**config.mk**
```make
export PLATFORM = sky130hd
export DESIGN_NAME = pmc_top
export DESIGN_NICKNAME = d
export VERILOG_FILES = /design/src/rtl/pmc_top.v
export VERILOG_INCLUDE_DIRS = /design/src /design/src/rtl
export SDC_FILE = /design/constraint.sdc
export NUM_CORES = 1
export LEC_CHECK = 0
export ABC_AREA = 1
export BUFFER_PORTS_ARGS = -buffer_cell sky130_fd_sc_hd__buf_2
export CAP_MARGIN = 10
export CORE_MARGIN = 3
export CORE_UTILIZATION = 45
export CTS_CLUSTER_DIAMETER = 80
export DETAILED_ROUTE_END_ITERATION = 7
export GPL_TIMING_DRIVEN = 0
export PLACE_DENSITY = 0.68
export SYNTH_ARGS = -nofsm -noshare
export SYNTH_HDL_FRONTEND = slang
export SYNTH_SLANG_ARGS = --single-unit
```
**constraint.sdc**
```tcl
create_clock -name sys_clk -period 1.6 [get_ports sys_clk]
set_input_delay 0.16 -clock sys_clk [delete_from_list [all_inputs] [get_ports sys_clk]]
set_output_delay 0.16 -clock sys_clk [all_outputs]
set_load 0.05 [all_outputs]
```
**src/rtl/pmc_regs.vh**
```
// register offsets, field positions and reset values of the power mode clock controller
`ifndef PMC_REGS_VH
`define PMC_REGS_VH
`define PMC_ADDR_W 8
`define PMC_OFS_PWR_CTRL 8'h87
`define PMC_OFS_CLK_CTRL 8'hD8
`define PMC_OFS_AUX_TWO 8'hF7
`define PMC_OFS_STATUS 8'hE0
`define PMC_OFS_WAKE_EN 8'hE4
`define PMC_OFS_INT_FLAG 8'hE8
`define PMC_OFS_INT_EN 8'hEC
`define PMC_BIT_IDLE 0
`define PMC_BIT_PDOWN 1
`define PMC_BIT_GF0 2
`define PMC_BIT_GF1 3
`define PMC_BIT_BAUD 7
`define PMC_BIT_SLOW_TYPE 7
`define PMC_BIT_FAST_TYPE 6
`define PMC_BIT_SLOW_STOP 5
`define PMC_BIT_PCLK_GATE 4
`define PMC_BIT_FAST_STOP 3
`define PMC_BIT_FAST_SEL 2
`define PMC_BIT_WDT_HI 7
`define PMC_BIT_WDT_LO 6
`define PMC_RST_PWR_CTRL 8'h00
`define PMC_RST_CLK_CTRL 8'h23
`define PMC_RST_AUX_TWO 8'h00
`define PMC_PSC_DIV16 2'h0
`define PMC_PSC_DIV4 2'h1
`define PMC_PSC_DIV2 2'h2
`define PMC_PSC_DIV1 2'h3
`define PMC_PSC_DELAY 5'h10
`define PMC_NUM_SRC 14
`define PMC_NUM_PINS 10
`define PMC_SRC_INT0 0
`define PMC_SRC_INT1 2
`define PMC_SRC_TMR3 7
`define PMC_SRC_PORT1 8
`define PMC_SRC_INT29 9
`endif

```
**src/rtl/pmc_top.v**
```verilog
// power mode and system clock controller with avalon-mm register slave
// Behaviour
// - idle request stops cpu, peripherals keep running
// - idle with gate bit stops most peripheral clocks
// - idle ends on reset or enabled interrupt
// - powerdown with slow stop set enters stop
// - stop ends on reset or pin wake
// - powerdown with slow stop clear enters halt
// - halt ends on reset, pin, timer3
// - low enabled pin refuses halt or stop
// - slow type writable only in fast mode
// - fast type writable only in slow mode
// - fast stop writable in slow mode only
// - source select writable only with fast running
// - divider 16/4/2/1, applied within 16 cycles
// - slow stop bit resets to one
// - all enabled wake idle, pins wake powerdown
// - every event sets its flag regardless enable
// - fourteen interrupt sources feed wake logic
// - pin sources: int0, int1, port1, int2-9
// - power control: bit1 powerdown, bit0 idle
// - illegal clock control writes are ignored
//
// Our own choice: the Avalon-MM slave port.
`timescale 1ns/10ps
`default_nettype none
`include "pmc_regs.vh"
module pmc_top #(
  parameter NSRC = `PMC_NUM_SRC, // interrupt source count
  parameter NPIN = `PMC_NUM_PINS // external pin count
) (
  input wire sys_clk, // 200 mhz system clock
  input wire rst_b, // synchronous reset, active low
  input wire [7:0] avs_address, // register address
  input wire avs_read, // read strobe
  input wire avs_write, // write strobe
  input wire [31:0] avs_writedata, // write data
  output reg [31:0] avs_readdata, // read data
  output wire avs_waitrequest, // stall until answer
  input wire [NSRC-1:0] irq_event, // one-cycle source events
  input wire [NPIN-1:0] ext_interrupt_pin, // raw interrupt pins
  input wire port1_change_flag, // port1 pin change level
  output reg cpu_run, // cpu may execute
  output reg periph_clk_en, // timer0-2, uarts, adc clock
  output reg tmr3_clk_en, // timer3 clock enable
  output reg wdt_clk_en, // watchdog clock enable
  output reg fast_osc_en, // fast oscillator enable
  output reg slow_osc_en, // slow oscillator enable
  output reg fast_source_type, // 0 internal rc, 1 crystal
  output reg slow_source_type, // 0 internal rc, 1 crystal
  output reg fast_source_select, // 0 slow, 1 fast
  output reg [1:0] sysclk_divider, // applied divider code
  output reg sys_tick // divided system clock enable
);
  localparam ST_RUN = 4'h1; // fast or slow running
  localparam ST_IDLE = 4'h2; // cpu asleep
  localparam ST_HALT = 4'h4; // most clocks stopped
  localparam ST_STOP = 4'h8; // all but watchdog stopped

  reg [3:0] state_q; // mode state
  reg [3:0] state_d; // next mode
  reg [7:0] pwr_q; // power control register
  reg [7:0] clk_q; // clock control register
  reg [7:0] aux_q; // auxiliary control two
  reg [NPIN-1:0] wake_en_q; // ext_pin_wake_enable per pin
  reg [NSRC-1:0] flag_q; // pending interrupt flags
  reg [NSRC-1:0] int_en_q; // interrupt enables
  reg [NPIN-1:0] pin_s1_q; // pin sync first stage
  reg [NPIN-1:0] pin_s2_q; // pin sync second stage
  reg p1_s1_q; // port1 flag sync first stage
  reg p1_s2_q; // port1 flag sync second stage
  reg [4:0] psc_wait_q; // divider update delay
  reg [3:0] div_cnt_q; // divider counter
  reg ack_q; // read/write answer strobe
  reg [31:0] rd_d; // read data mux
  wire req; // bus access pending
  wire wr_now; // write takes effect
  wire fast_mode; // fast clock drives system
  wire fast_stop; // fast oscillator stop bit
  wire [NSRC-1:0] pending; // enabled and flagged
  wire [NSRC-1:0] pin_mask; // wake-capable sources
  wire pin_wake; // enabled pin wake event
  wire pin_block; // low pin with wake enabled
  wire wdt_on; // watchdog enabled in power down
  wire [7:0] wd; // low write byte
  integer i; // loop index

  assign req = avs_read | avs_write;
  assign avs_waitrequest = req & ~ack_q; // one wait state per access
  assign wr_now = avs_write & ack_q;
  assign wd = avs_writedata[7:0];
  assign fast_mode = clk_q[`PMC_BIT_FAST_SEL];
  assign fast_stop = clk_q[`PMC_BIT_FAST_STOP];
  assign wdt_on = aux_q[`PMC_BIT_WDT_HI] & aux_q[`PMC_BIT_WDT_LO];
  assign pending = flag_q & int_en_q;

  // mark the pin-served vectors; only these wake stop, while halt also wakes on timer3
  genvar g;
  generate
    for (g = 0; g < NSRC; g = g + 1) begin : g_pin
      assign pin_mask[g] = (g == `PMC_SRC_INT0) || (g == `PMC_SRC_INT1) ||
        (g == `PMC_SRC_PORT1) || (g == `PMC_SRC_INT29);
    end
  endgenerate

  // pin wake events need the source enabled too
  assign pin_wake = |(pending & pin_mask);
  // a held-low enabled pin would wake at once, so refuse entry
  assign pin_block = |(~pin_s2_q & wake_en_q);

  // answer strobe: every access gets exactly one wait cycle
  always @(posedge sys_clk) begin
    if (!rst_b) begin
      ack_q <= 1'b0;
    end else begin
      ack_q <= req & ~ack_q;
    end
  end

  // two-flop synchronisers for pin levels from outside
  always @(posedge sys_clk) begin
    if (!rst_b) begin
      pin_s1_q <= {NPIN{1'b1}};
      pin_s2_q <= {NPIN{1'b1}};
      p1_s1_q <= 1'b0;
      p1_s2_q <= 1'b0;
    end else begin
      pin_s1_q <= ext_interrupt_pin;
      pin_s2_q <= pin_s1_q;
      p1_s1_q <= port1_change_flag;
      p1_s2_q <= p1_s1_q;
    end
  end

  // interrupt flags: hardware sets win over software clears
  always @(posedge sys_clk) begin
    if (!rst_b) begin
      flag_q <= {NSRC{1'b0}};
    end else begin
      for (i = 0; i < NSRC; i = i + 1) begin
        if (irq_event[i] || (i == `PMC_SRC_PORT1 && p1_s2_q)) begin
          flag_q[i] <= 1'b1;
        end else if (wr_now && avs_address == `PMC_OFS_INT_FLAG &&
                     avs_writedata[i]) begin
          flag_q[i] <= 1'b0; // write one to clear
        end
      end
    end
  end

  // simple enable registers
  always @(posedge sys_clk) begin
    if (!rst_b) begin
      aux_q <= `PMC_RST_AUX_TWO;
      wake_en_q <= {NPIN{1'b0}};
      int_en_q <= {NSRC{1'b0}};
    end else if (wr_now) begin
      if (avs_address == `PMC_OFS_AUX_TWO) begin
        aux_q <= wd;
      end
      if (avs_address == `PMC_OFS_WAKE_EN) begin
        wake_en_q <= avs_writedata[NPIN-1:0];
      end
      if (avs_address == `PMC_OFS_INT_EN) begin
        int_en_q <= avs_writedata[NSRC-1:0];
      end
    end
  end

  // clock control: each field accepts writes only in its legal mode
  always @(posedge sys_clk) begin
    if (!rst_b) begin
      clk_q <= `PMC_RST_CLK_CTRL;
    end else if (wr_now && avs_address == `PMC_OFS_CLK_CTRL) begin
      if (fast_mode) begin
        clk_q[`PMC_BIT_SLOW_TYPE] <= wd[`PMC_BIT_SLOW_TYPE];
      end
      if (!fast_mode) begin
        clk_q[`PMC_BIT_FAST_TYPE] <= wd[`PMC_BIT_FAST_TYPE];
        clk_q[`PMC_BIT_FAST_STOP] <= wd[`PMC_BIT_FAST_STOP];
      end
      // stop and select may not both end up set
      if (!fast_stop && !(wd[`PMC_BIT_FAST_SEL] && wd[`PMC_BIT_FAST_STOP])) begin
        clk_q[`PMC_BIT_FAST_SEL] <= wd[`PMC_BIT_FAST_SEL];
      end
      clk_q[`PMC_BIT_SLOW_STOP] <= wd[`PMC_BIT_SLOW_STOP];
      clk_q[`PMC_BIT_PCLK_GATE] <= wd[`PMC_BIT_PCLK_GATE];
      clk_q[1:0] <= wd[1:0];
    end
  end

  // divider code reaches the counter after a fixed settle delay
  always @(posedge sys_clk) begin
    if (!rst_b) begin
      psc_wait_q <= 5'h00;
      sysclk_divider <= `PMC_PSC_DIV1;
    end else if (wr_now && avs_address == `PMC_OFS_CLK_CTRL) begin
      psc_wait_q <= `PMC_PSC_DELAY;
    end else if (psc_wait_q != 5'h00) begin
      psc_wait_q <= psc_wait_q - 5'h01;
      if (psc_wait_q == 5'h01) begin
        sysclk_divider <= clk_q[1:0];
      end
    end else begin
      sysclk_divider <= clk_q[1:0];
    end
  end

  // divided system clock as a one-cycle enable pulse
  always @(posedge sys_clk) begin
    if (!rst_b) begin
      div_cnt_q <= 4'h0;
      sys_tick <= 1'b0;
    end else begin
      div_cnt_q <= div_cnt_q + 4'h1;
      case (sysclk_divider)
        `PMC_PSC_DIV16: sys_tick <= (div_cnt_q == 4'hF);
        `PMC_PSC_DIV4: sys_tick <= (div_cnt_q[1:0] == 2'h3);
        `PMC_PSC_DIV2: sys_tick <= div_cnt_q[0];
        default: sys_tick <= 1'b1;
      endcase
    end
  end

  // mode sequencing
  always @* begin
    state_d = state_q;
    case (state_q)
      ST_RUN: begin
        if (pwr_q[`PMC_BIT_PDOWN] && !pin_block) begin
          if (clk_q[`PMC_BIT_SLOW_STOP]) begin
            state_d = ST_STOP;
          end else begin
            state_d = ST_HALT;
          end
        end else if (pwr_q[`PMC_BIT_IDLE]) begin
          state_d = ST_IDLE;
        end
      end
      ST_IDLE: begin
        if (|pending) begin
          state_d = ST_RUN;
        end
      end
      ST_HALT: begin
        if (pin_wake || pending[`PMC_SRC_TMR3]) begin
          state_d = ST_RUN;
        end
      end
      ST_STOP: begin
        if (pin_wake) begin
          state_d = ST_RUN;
        end
      end
      default: state_d = ST_RUN;
    endcase
  end

  // state register and power control; reset ends every mode
  always @(posedge sys_clk) begin
    if (!rst_b) begin
      state_q <= ST_RUN;
      pwr_q <= `PMC_RST_PWR_CTRL;
    end else begin
      state_q <= state_d;
      if (state_q != ST_RUN && state_d == ST_RUN) begin
        pwr_q[1:0] <= 2'h0;
      end else if (state_q == ST_RUN && pwr_q[`PMC_BIT_PDOWN] && pin_block) begin
        pwr_q[`PMC_BIT_PDOWN] <= 1'b0; // refused entry drops request
      end else if (wr_now && avs_address == `PMC_OFS_PWR_CTRL) begin
        pwr_q <= wd & 8'h8F;
      end
    end
  end

  // clock gating outputs from the mode
  always @(posedge sys_clk) begin
    if (!rst_b) begin
      cpu_run <= 1'b1;
      periph_clk_en <= 1'b1;
      tmr3_clk_en <= 1'b1;
      wdt_clk_en <= 1'b1;
      fast_osc_en <= 1'b1;
      slow_osc_en <= 1'b1;
      fast_source_type <= 1'b0;
      slow_source_type <= 1'b0;
      fast_source_select <= 1'b0;
    end else begin
      cpu_run <= (state_d == ST_RUN);
      periph_clk_en <= (state_d == ST_RUN) || (state_d == ST_IDLE &&
        !clk_q[`PMC_BIT_PCLK_GATE]);
      tmr3_clk_en <= (state_d != ST_STOP);
      wdt_clk_en <= (state_d == ST_RUN || state_d == ST_IDLE) || wdt_on;
      fast_osc_en <= !(fast_stop && !fast_mode) && (state_d == ST_RUN ||
        state_d == ST_IDLE);
      slow_osc_en <= (state_d != ST_STOP);
      fast_source_type <= clk_q[`PMC_BIT_FAST_TYPE];
      slow_source_type <= clk_q[`PMC_BIT_SLOW_TYPE];
      fast_source_select <= fast_mode;
    end
  end

  // read multiplexer; unmapped addresses read zero
  always @* begin
    rd_d = 32'h0000_0000;
    case (avs_address)
      `PMC_OFS_PWR_CTRL: rd_d[7:0] = pwr_q;
      `PMC_OFS_CLK_CTRL: rd_d[7:0] = clk_q;
      `PMC_OFS_AUX_TWO: rd_d[7:0] = aux_q;
      `PMC_OFS_STATUS: rd_d[5:0] = {sysclk_divider, state_q};
      `PMC_OFS_WAKE_EN: rd_d[NPIN-1:0] = wake_en_q;
      `PMC_OFS_INT_FLAG: rd_d[NSRC-1:0] = flag_q;
      `PMC_OFS_INT_EN: rd_d[NSRC-1:0] = int_en_q;
      default: rd_d = 32'h0000_0000;
    endcase
  end

  // read data registered at the answer edge
  always @(posedge sys_clk) begin
    if (!rst_b) begin
      avs_readdata <= 32'h0000_0000;
    end else if (avs_read && !ack_q) begin
      avs_readdata <= rd_d;
    end
  end
endmodule // pmc_top
`default_nettype wire

```
# == Word level (Yosys, flattened, before mapping) ==
# Cells that the tools add are included.
# classes
n_addsub,2
n_eq_ne,21
n_mux,44
bitwise,13
n_reduce_logical,71
# ops
cell,count
"8-bit == test, second input constant",7
6-bit case mux with 7 select lines,1
2-bit nonzero test,15
1-bit 2-to-1 mux,28
1-bit logical AND,27
4-bit 2-to-1 mux,6
4-bit case mux with 4 select lines,1
2-bit AND reduction,8
14-bit AND,1
14-bit OR reduction,1
2-bit case mux with 6 select lines,1
10-bit AND,1
5-bit 2-to-1 mux,2
10-bit NOT,1
10-bit OR reduction,1
"4-bit by 1-bit == test with 1-bit output, second input constant",2
"4-bit by 2-bit == test with 1-bit output, second input constant",2
"4-bit == test, second input constant",2
4-bit case mux with 2 select lines,1
1-bit logical NOT,7
1-bit NOT,6
2-bit case mux with 3 select lines,1
"5-bit by 1-bit == test with 1-bit output, second input constant",1
1-bit logical OR,5
other kinds (18),23
# word_totals
reg_bits,120
in_bits,69
out_inout_bits,45
word_cells,195

# == Logic depth before layout (Yosys ltp) ==
# logic_depth
depth_word,11
depth_mapped,11
mapped_depth_nobuf,11

# == Worst setup path after synthesis ==
# No wires, ideal clock.
# synth_timing
path_type,reg-to-reg
startpoint,reg flag_q[8]
endpoint,reg wdt_clk_en
setup_ns,0.118
arrival_ns,1.244
required_ns,1.482
setup_slack_ns,0.238
stages_incl_launch_ff,11
path_buffers,0
synth_period_minus_slack_ns,1.362
path_cell_list,dfxtp_1 nand2_1 nand2_1 nor2_2 nand2_1 nor2_1 nor2_1 nor2_4 nand3_2 nor2_1 nand2_1
# synth_via
elab_chain_len,8
word_cells_on_any_way,12
classes_between,eq/ne (2); mux (4); bitwise (1); reduce/logical (5)
# synth_rtl
item,line,rtl
start: declaration,pmc_top.v:66,reg [NSRC-1:0] flag_q;
start signal: assignment,pmc_top.v:138,flag_q <= {NSRC{1'b0}};
14-bit AND *,pmc_top.v:95,assign pending = flag_q & int_en_q;
4-bit OR reduction,pmc_top.v:107,assign pin_wake = |(pending & pin_mask);
1-bit logical OR,pmc_top.v:246,if (pin_wake || pending[`PMC_SRC_TMR3]) begin
4-bit 2-to-1 mux,pmc_top.v:246,
4-bit case mux with 4 select lines *,pmc_top.v:228,case (state_q)
4-bit by 1-bit == test with 1-bit output or 4-bit by 2-bit == test with 1-bit output (tied branches),pmc_top.v:293,wdt_clk_en <= (state_d == ST_RUN || state_d == ST_IDLE) || wdt_on;
1-bit logical OR * (2 in a row),pmc_top.v:293,
end signal: assignment,pmc_top.v:293,
end: declaration,pmc_top.v:46,"output reg wdt_clk_en,"
# Mark *: on every way between the ends. The rest lies on a longest branch, timed or not.
# A chain may end at the register's enable or synchronous reset.

# == Final worst setup path ==
# layout_timing
startpoint,reg flag_q[7]
endpoint,reg wdt_clk_en
# layout_via
elab_chain_len,7
word_cells_on_any_way,10
classes_between,eq/ne (2); mux (3); bitwise (1); reduce/logical (4)
# layout_rtl
item,line
14-bit AND *,pmc_top.v:95
14-bit OR reduction or 1-bit logical OR (tied branches),"pmc_top.v:241, pmc_top.v:246"
"4-bit 2-to-1 mux, on equally long branches","pmc_top.v:241, pmc_top.v:246"
4-bit case mux with 4 select lines *,pmc_top.v:228
4-bit by 1-bit == test with 1-bit output or 4-bit by 2-bit == test with 1-bit output (tied branches),pmc_top.v:293
1-bit logical OR * (2 in a row),pmc_top.v:293
# Marks and branches as above.

==> run summary <==
Status: finished with violations
Failing checks: setup timing
Nets: 949
Final period util: 100%
Skew final: 0.00714 ns
Fin area: 6970 um^2
Ys flop type: dfxtp_1
Register bit total from synthesis: 120
Leak: 3.25 nW
R2r endpoint: wdt_clk_en
Final setup viols: 1
Crit. End Element: flip-flop
Clock power share: 47.7%
Initial Utilization: 46.4%
Worst hold-check path type: primary input to flip-flop
Sequential element share of the synthesized area: 45.2%
R2R Path Start: flag_q[7]
Core region area: 11,500 um^2
Num Clock Sinks: 120
Internal power: 0.00620 W
Maximum root-to-sink buffer count: 2
Root Driver: clkbuf_16
First-pass GRT wire length: 25,000 um
Fin. max-slew vios: 0
Synthesis Warnings: 0
Clk_lat worst skew: 0.42 ns
Largest net degree at the start of global routing: 17
Ant. Diodes: 0
Area growth syn-to-layout: 31.2%
Gate Count Post-Synth: 733
Cell count of the worst reg-to-reg path: 10
Place WS: -0.372 ns
Hold worst-path end: flag_q[2]
Max Cap Viol: 0
Worst setup path class: flip-flop to flip-flop
Initial antenna violation count: 0
Worst-Margin Slew: 0.764 ns
Avg Synthesized Cell Area: 7.25 um^2
Fin cells: 1,031
Yosys top cell by area: dfxtp_1
Cell area power density: 1200 nW/um^2
Crit path arrival time: 1.91 ns
Layout cells sized above 1: 26.2%
Unrepaired setup endpoints after global routing: yes
TritonCTS Buffers: 17
Crit path launch type: flip-flop
Switching portion of total power: 25.8%
Via count: 5,349
CTS tree: done
Setup tns final: -0.00627 ns
PortBufs: 76
Comb pwr share: 13.6%
Worst hold start: irq_event[2]
Worst setup path startpoint: flag_q[7]
Die X: 115 um
Cells after DPL: 969
CTS H-tree depth: 4
Flop pwr share: 38.7%
Synth unique cells: 34
Hold Fails Final Rpt: 0
Main area contributors after synthesis: dfxtp_1 45%, nand2_1 10%, a21oi_1 6.8%, inv_1 6.1%, nor2_1 4.9%
Max FO, Critical Path: 3
Maximum clock rate: 0.623 GHz
Per-cell routed wire length: 15.8 um
Congestion Overflow GR: 0
CP required: 1.90 ns
DRC violations left: 0
Synth top area share: 45.2%
Worst slew margin: 49.1%
Dpl hpwl: 11,500 um
Fin crit period: 1.61 ns
R2r setup slk: -0.006 ns
Worst hold stages: 3
EDFF count, synth: 0
Routed wire length: 16,300 um
Vias in the first global route: 4,872
Placed cell area: 5940 um^2
Asr flop ratio synth: 0%
GRT Total Usage: 25.0%
Placer Congestion: 0.920
Maximum VDD drop: 0.782 mV
Post-route ant nets: 0
1st-iter DRT viols: 385
Switching power: 0.00215 W
Clock-pin slew on the worst setup and hold paths: 0.06 ns
Setup ws final: -0.00627 ns
WHS: 0.0311 ns
Vias per inst: 5.19
I/O pin count: 114
Die Area: 13,200 um^2
Synth Cell Area: 5320 um^2
Row cnt: 39
Initial DRT Pass Iterations: 7
Die Span Y: 115 um
==> power by group through the flow <==
| stage | combinational (W) | clock (W) | sequential (W) |
|---|---|---|---|
| global placement | 0.00104 | 0 | 0.00328 |
| CTS | 0.00112 | 0.00404 | 0.00323 |
| global route | 0.00125 | 0.00416 | 0.00325 |
| finish | 0.00113 | 0.00398 | 0.00323 |
| detailed placement | 0.00107 | 0 | 0.00329 |
| floorplan | 0.000686 | 0 | 0.00339 |
==> cells in the mapped netlist, types with 4 or more instances <==
library cell / count
o21ai_1: 28
dfxtp_1: 120
ha_1: 4
o211ai_1: 5
o221ai_1: 4
buf_2: 8
nand3_1: 48
nor2_2: 4
o21ai_0: 38
clkbuf_1: 11
nand2_1: 145
or2_2: 21
inv_2: 14
buf_4: 19
inv_1: 86
nor2_1: 70
a21oi_1: 72
nor3_1: 6
==> how the worst max path moves through the flow <==
stage	slack (ns)	cells after the start	end
3_5_place_dp	-0.37	10	wdt_clk_en
5_1_grt	-0.07	11	pwr_q[3]
2_1_floorplan	0.24	10	wdt_clk_en
4_1_cts	-0.01	10	wdt_clk_en
3_3_place_gp	-0.35	10	wdt_clk_en
6_report	-0.006	10	wdt_clk_en
==> what timing repair did <==
item,in CTS,in global routing
pin swaps,7,17
endpoints found under the hold margin,24,0
setup buffers,2,5
setup endpoints to repair,22,45
hold buffers,24,0
gates resized for setup,16,35
==> placed cells by master, fill, tap and decap left out, types with 6 or more instances in the layout <==
cell           Yosys  routed
nor2_1            70      58
dlygate4sd3_1      0      24
buf_4             19      27
nor3_1             6       6
nand3_1           48      45
nand2_1          145     133
clkbuf_16          0      17
o21ai_0           38      35
conb_1             1      18
inv_1             86      84
nand2_2            3      14
nor2_2             4      13
clkbuf_1          11      13
buf_2              8      82
inv_2             14      16
dfxtp_2            0       7
a21oi_1           72      72
or2_2             21      21
dfxtp_1          120     113
o21ai_1           28      31
==> logic make-up (layout without fill, tap and decap cells) <==
logic type | after synthesis | count (layout) | synth area share (%)
buf+inv | 144 | 282 | 12.0
fa+ha+maj | 4 | 4 | 0.942
other cells | 1 | 18 | 0.0706
xor+xnor | 2 | 2 | 0.330
flops | 120 | 120 | 45.2
simple gates | 310 | 310 | 26.1
compound gates | 152 | 152 | 15.4
==> sequential cells by signal, indices dropped and copies added, names as in the netlist, 2 cells and up <==
name,flops
avs_readdata,14
flag_q,14
int_en_q,14
pin_s1_q,10
pin_s2_q,10
wake_en_q,10
aux_q,8
clk_q,8
psc_wait_q,5
pwr_q,5
div_cnt_q,4
state_q,4
sysclk_divider,2
==> routing by layer <==
| metal | global-route usage (%) | up-vias | part of all wire (%) |
|---|---|---|---|
| li1 | - | 2592 | - |
| met1 | 32.9 | 2477 | 43 |
| met2 | 39.5 | 247 | 47 |
| met3 | 5.92 | 33 | 7.9 |
| met4 | 10.5 | 0 | 2.5 |
| met5 | 0 | - | 0 |
==> area by class of cell <==
class,instances,area [um^2]
inverter,101,379
fill,1044,4490
timing repair buffer,107,677
tap,143,179
clock buffer,22,464
clock inverter,9,148
buffer,43,265
sequential,120,2410
multi-input combinational,486,2450
==> critical path, cell delays in order (launching register included) <==
cell	delay [ns]
dfxtp_1	0.33
nand2_2	0.12
nand2_1	0.08
nor2_2	0.12
nand2_1	0.08
nor2_2	0.17
nor2_2	0.07
nor2_4	0.15
nand3_4	0.10
nor2_4	0.18
nand2_2	0.07
==> per-stage QoR <==
step | power, W | util, %
2_1_floorplan | 0.00407 | -
3_3_place_gp | 0.00432 | 51.8
3_5_place_dp | 0.00436 | 51.8
4_1_cts | 0.00839 | 59.7
5_1_grt | 0.00865 | 60.8
6_report | 0.00835 | 60.8
No activity file was read; power rests on OpenSTA's default activity.
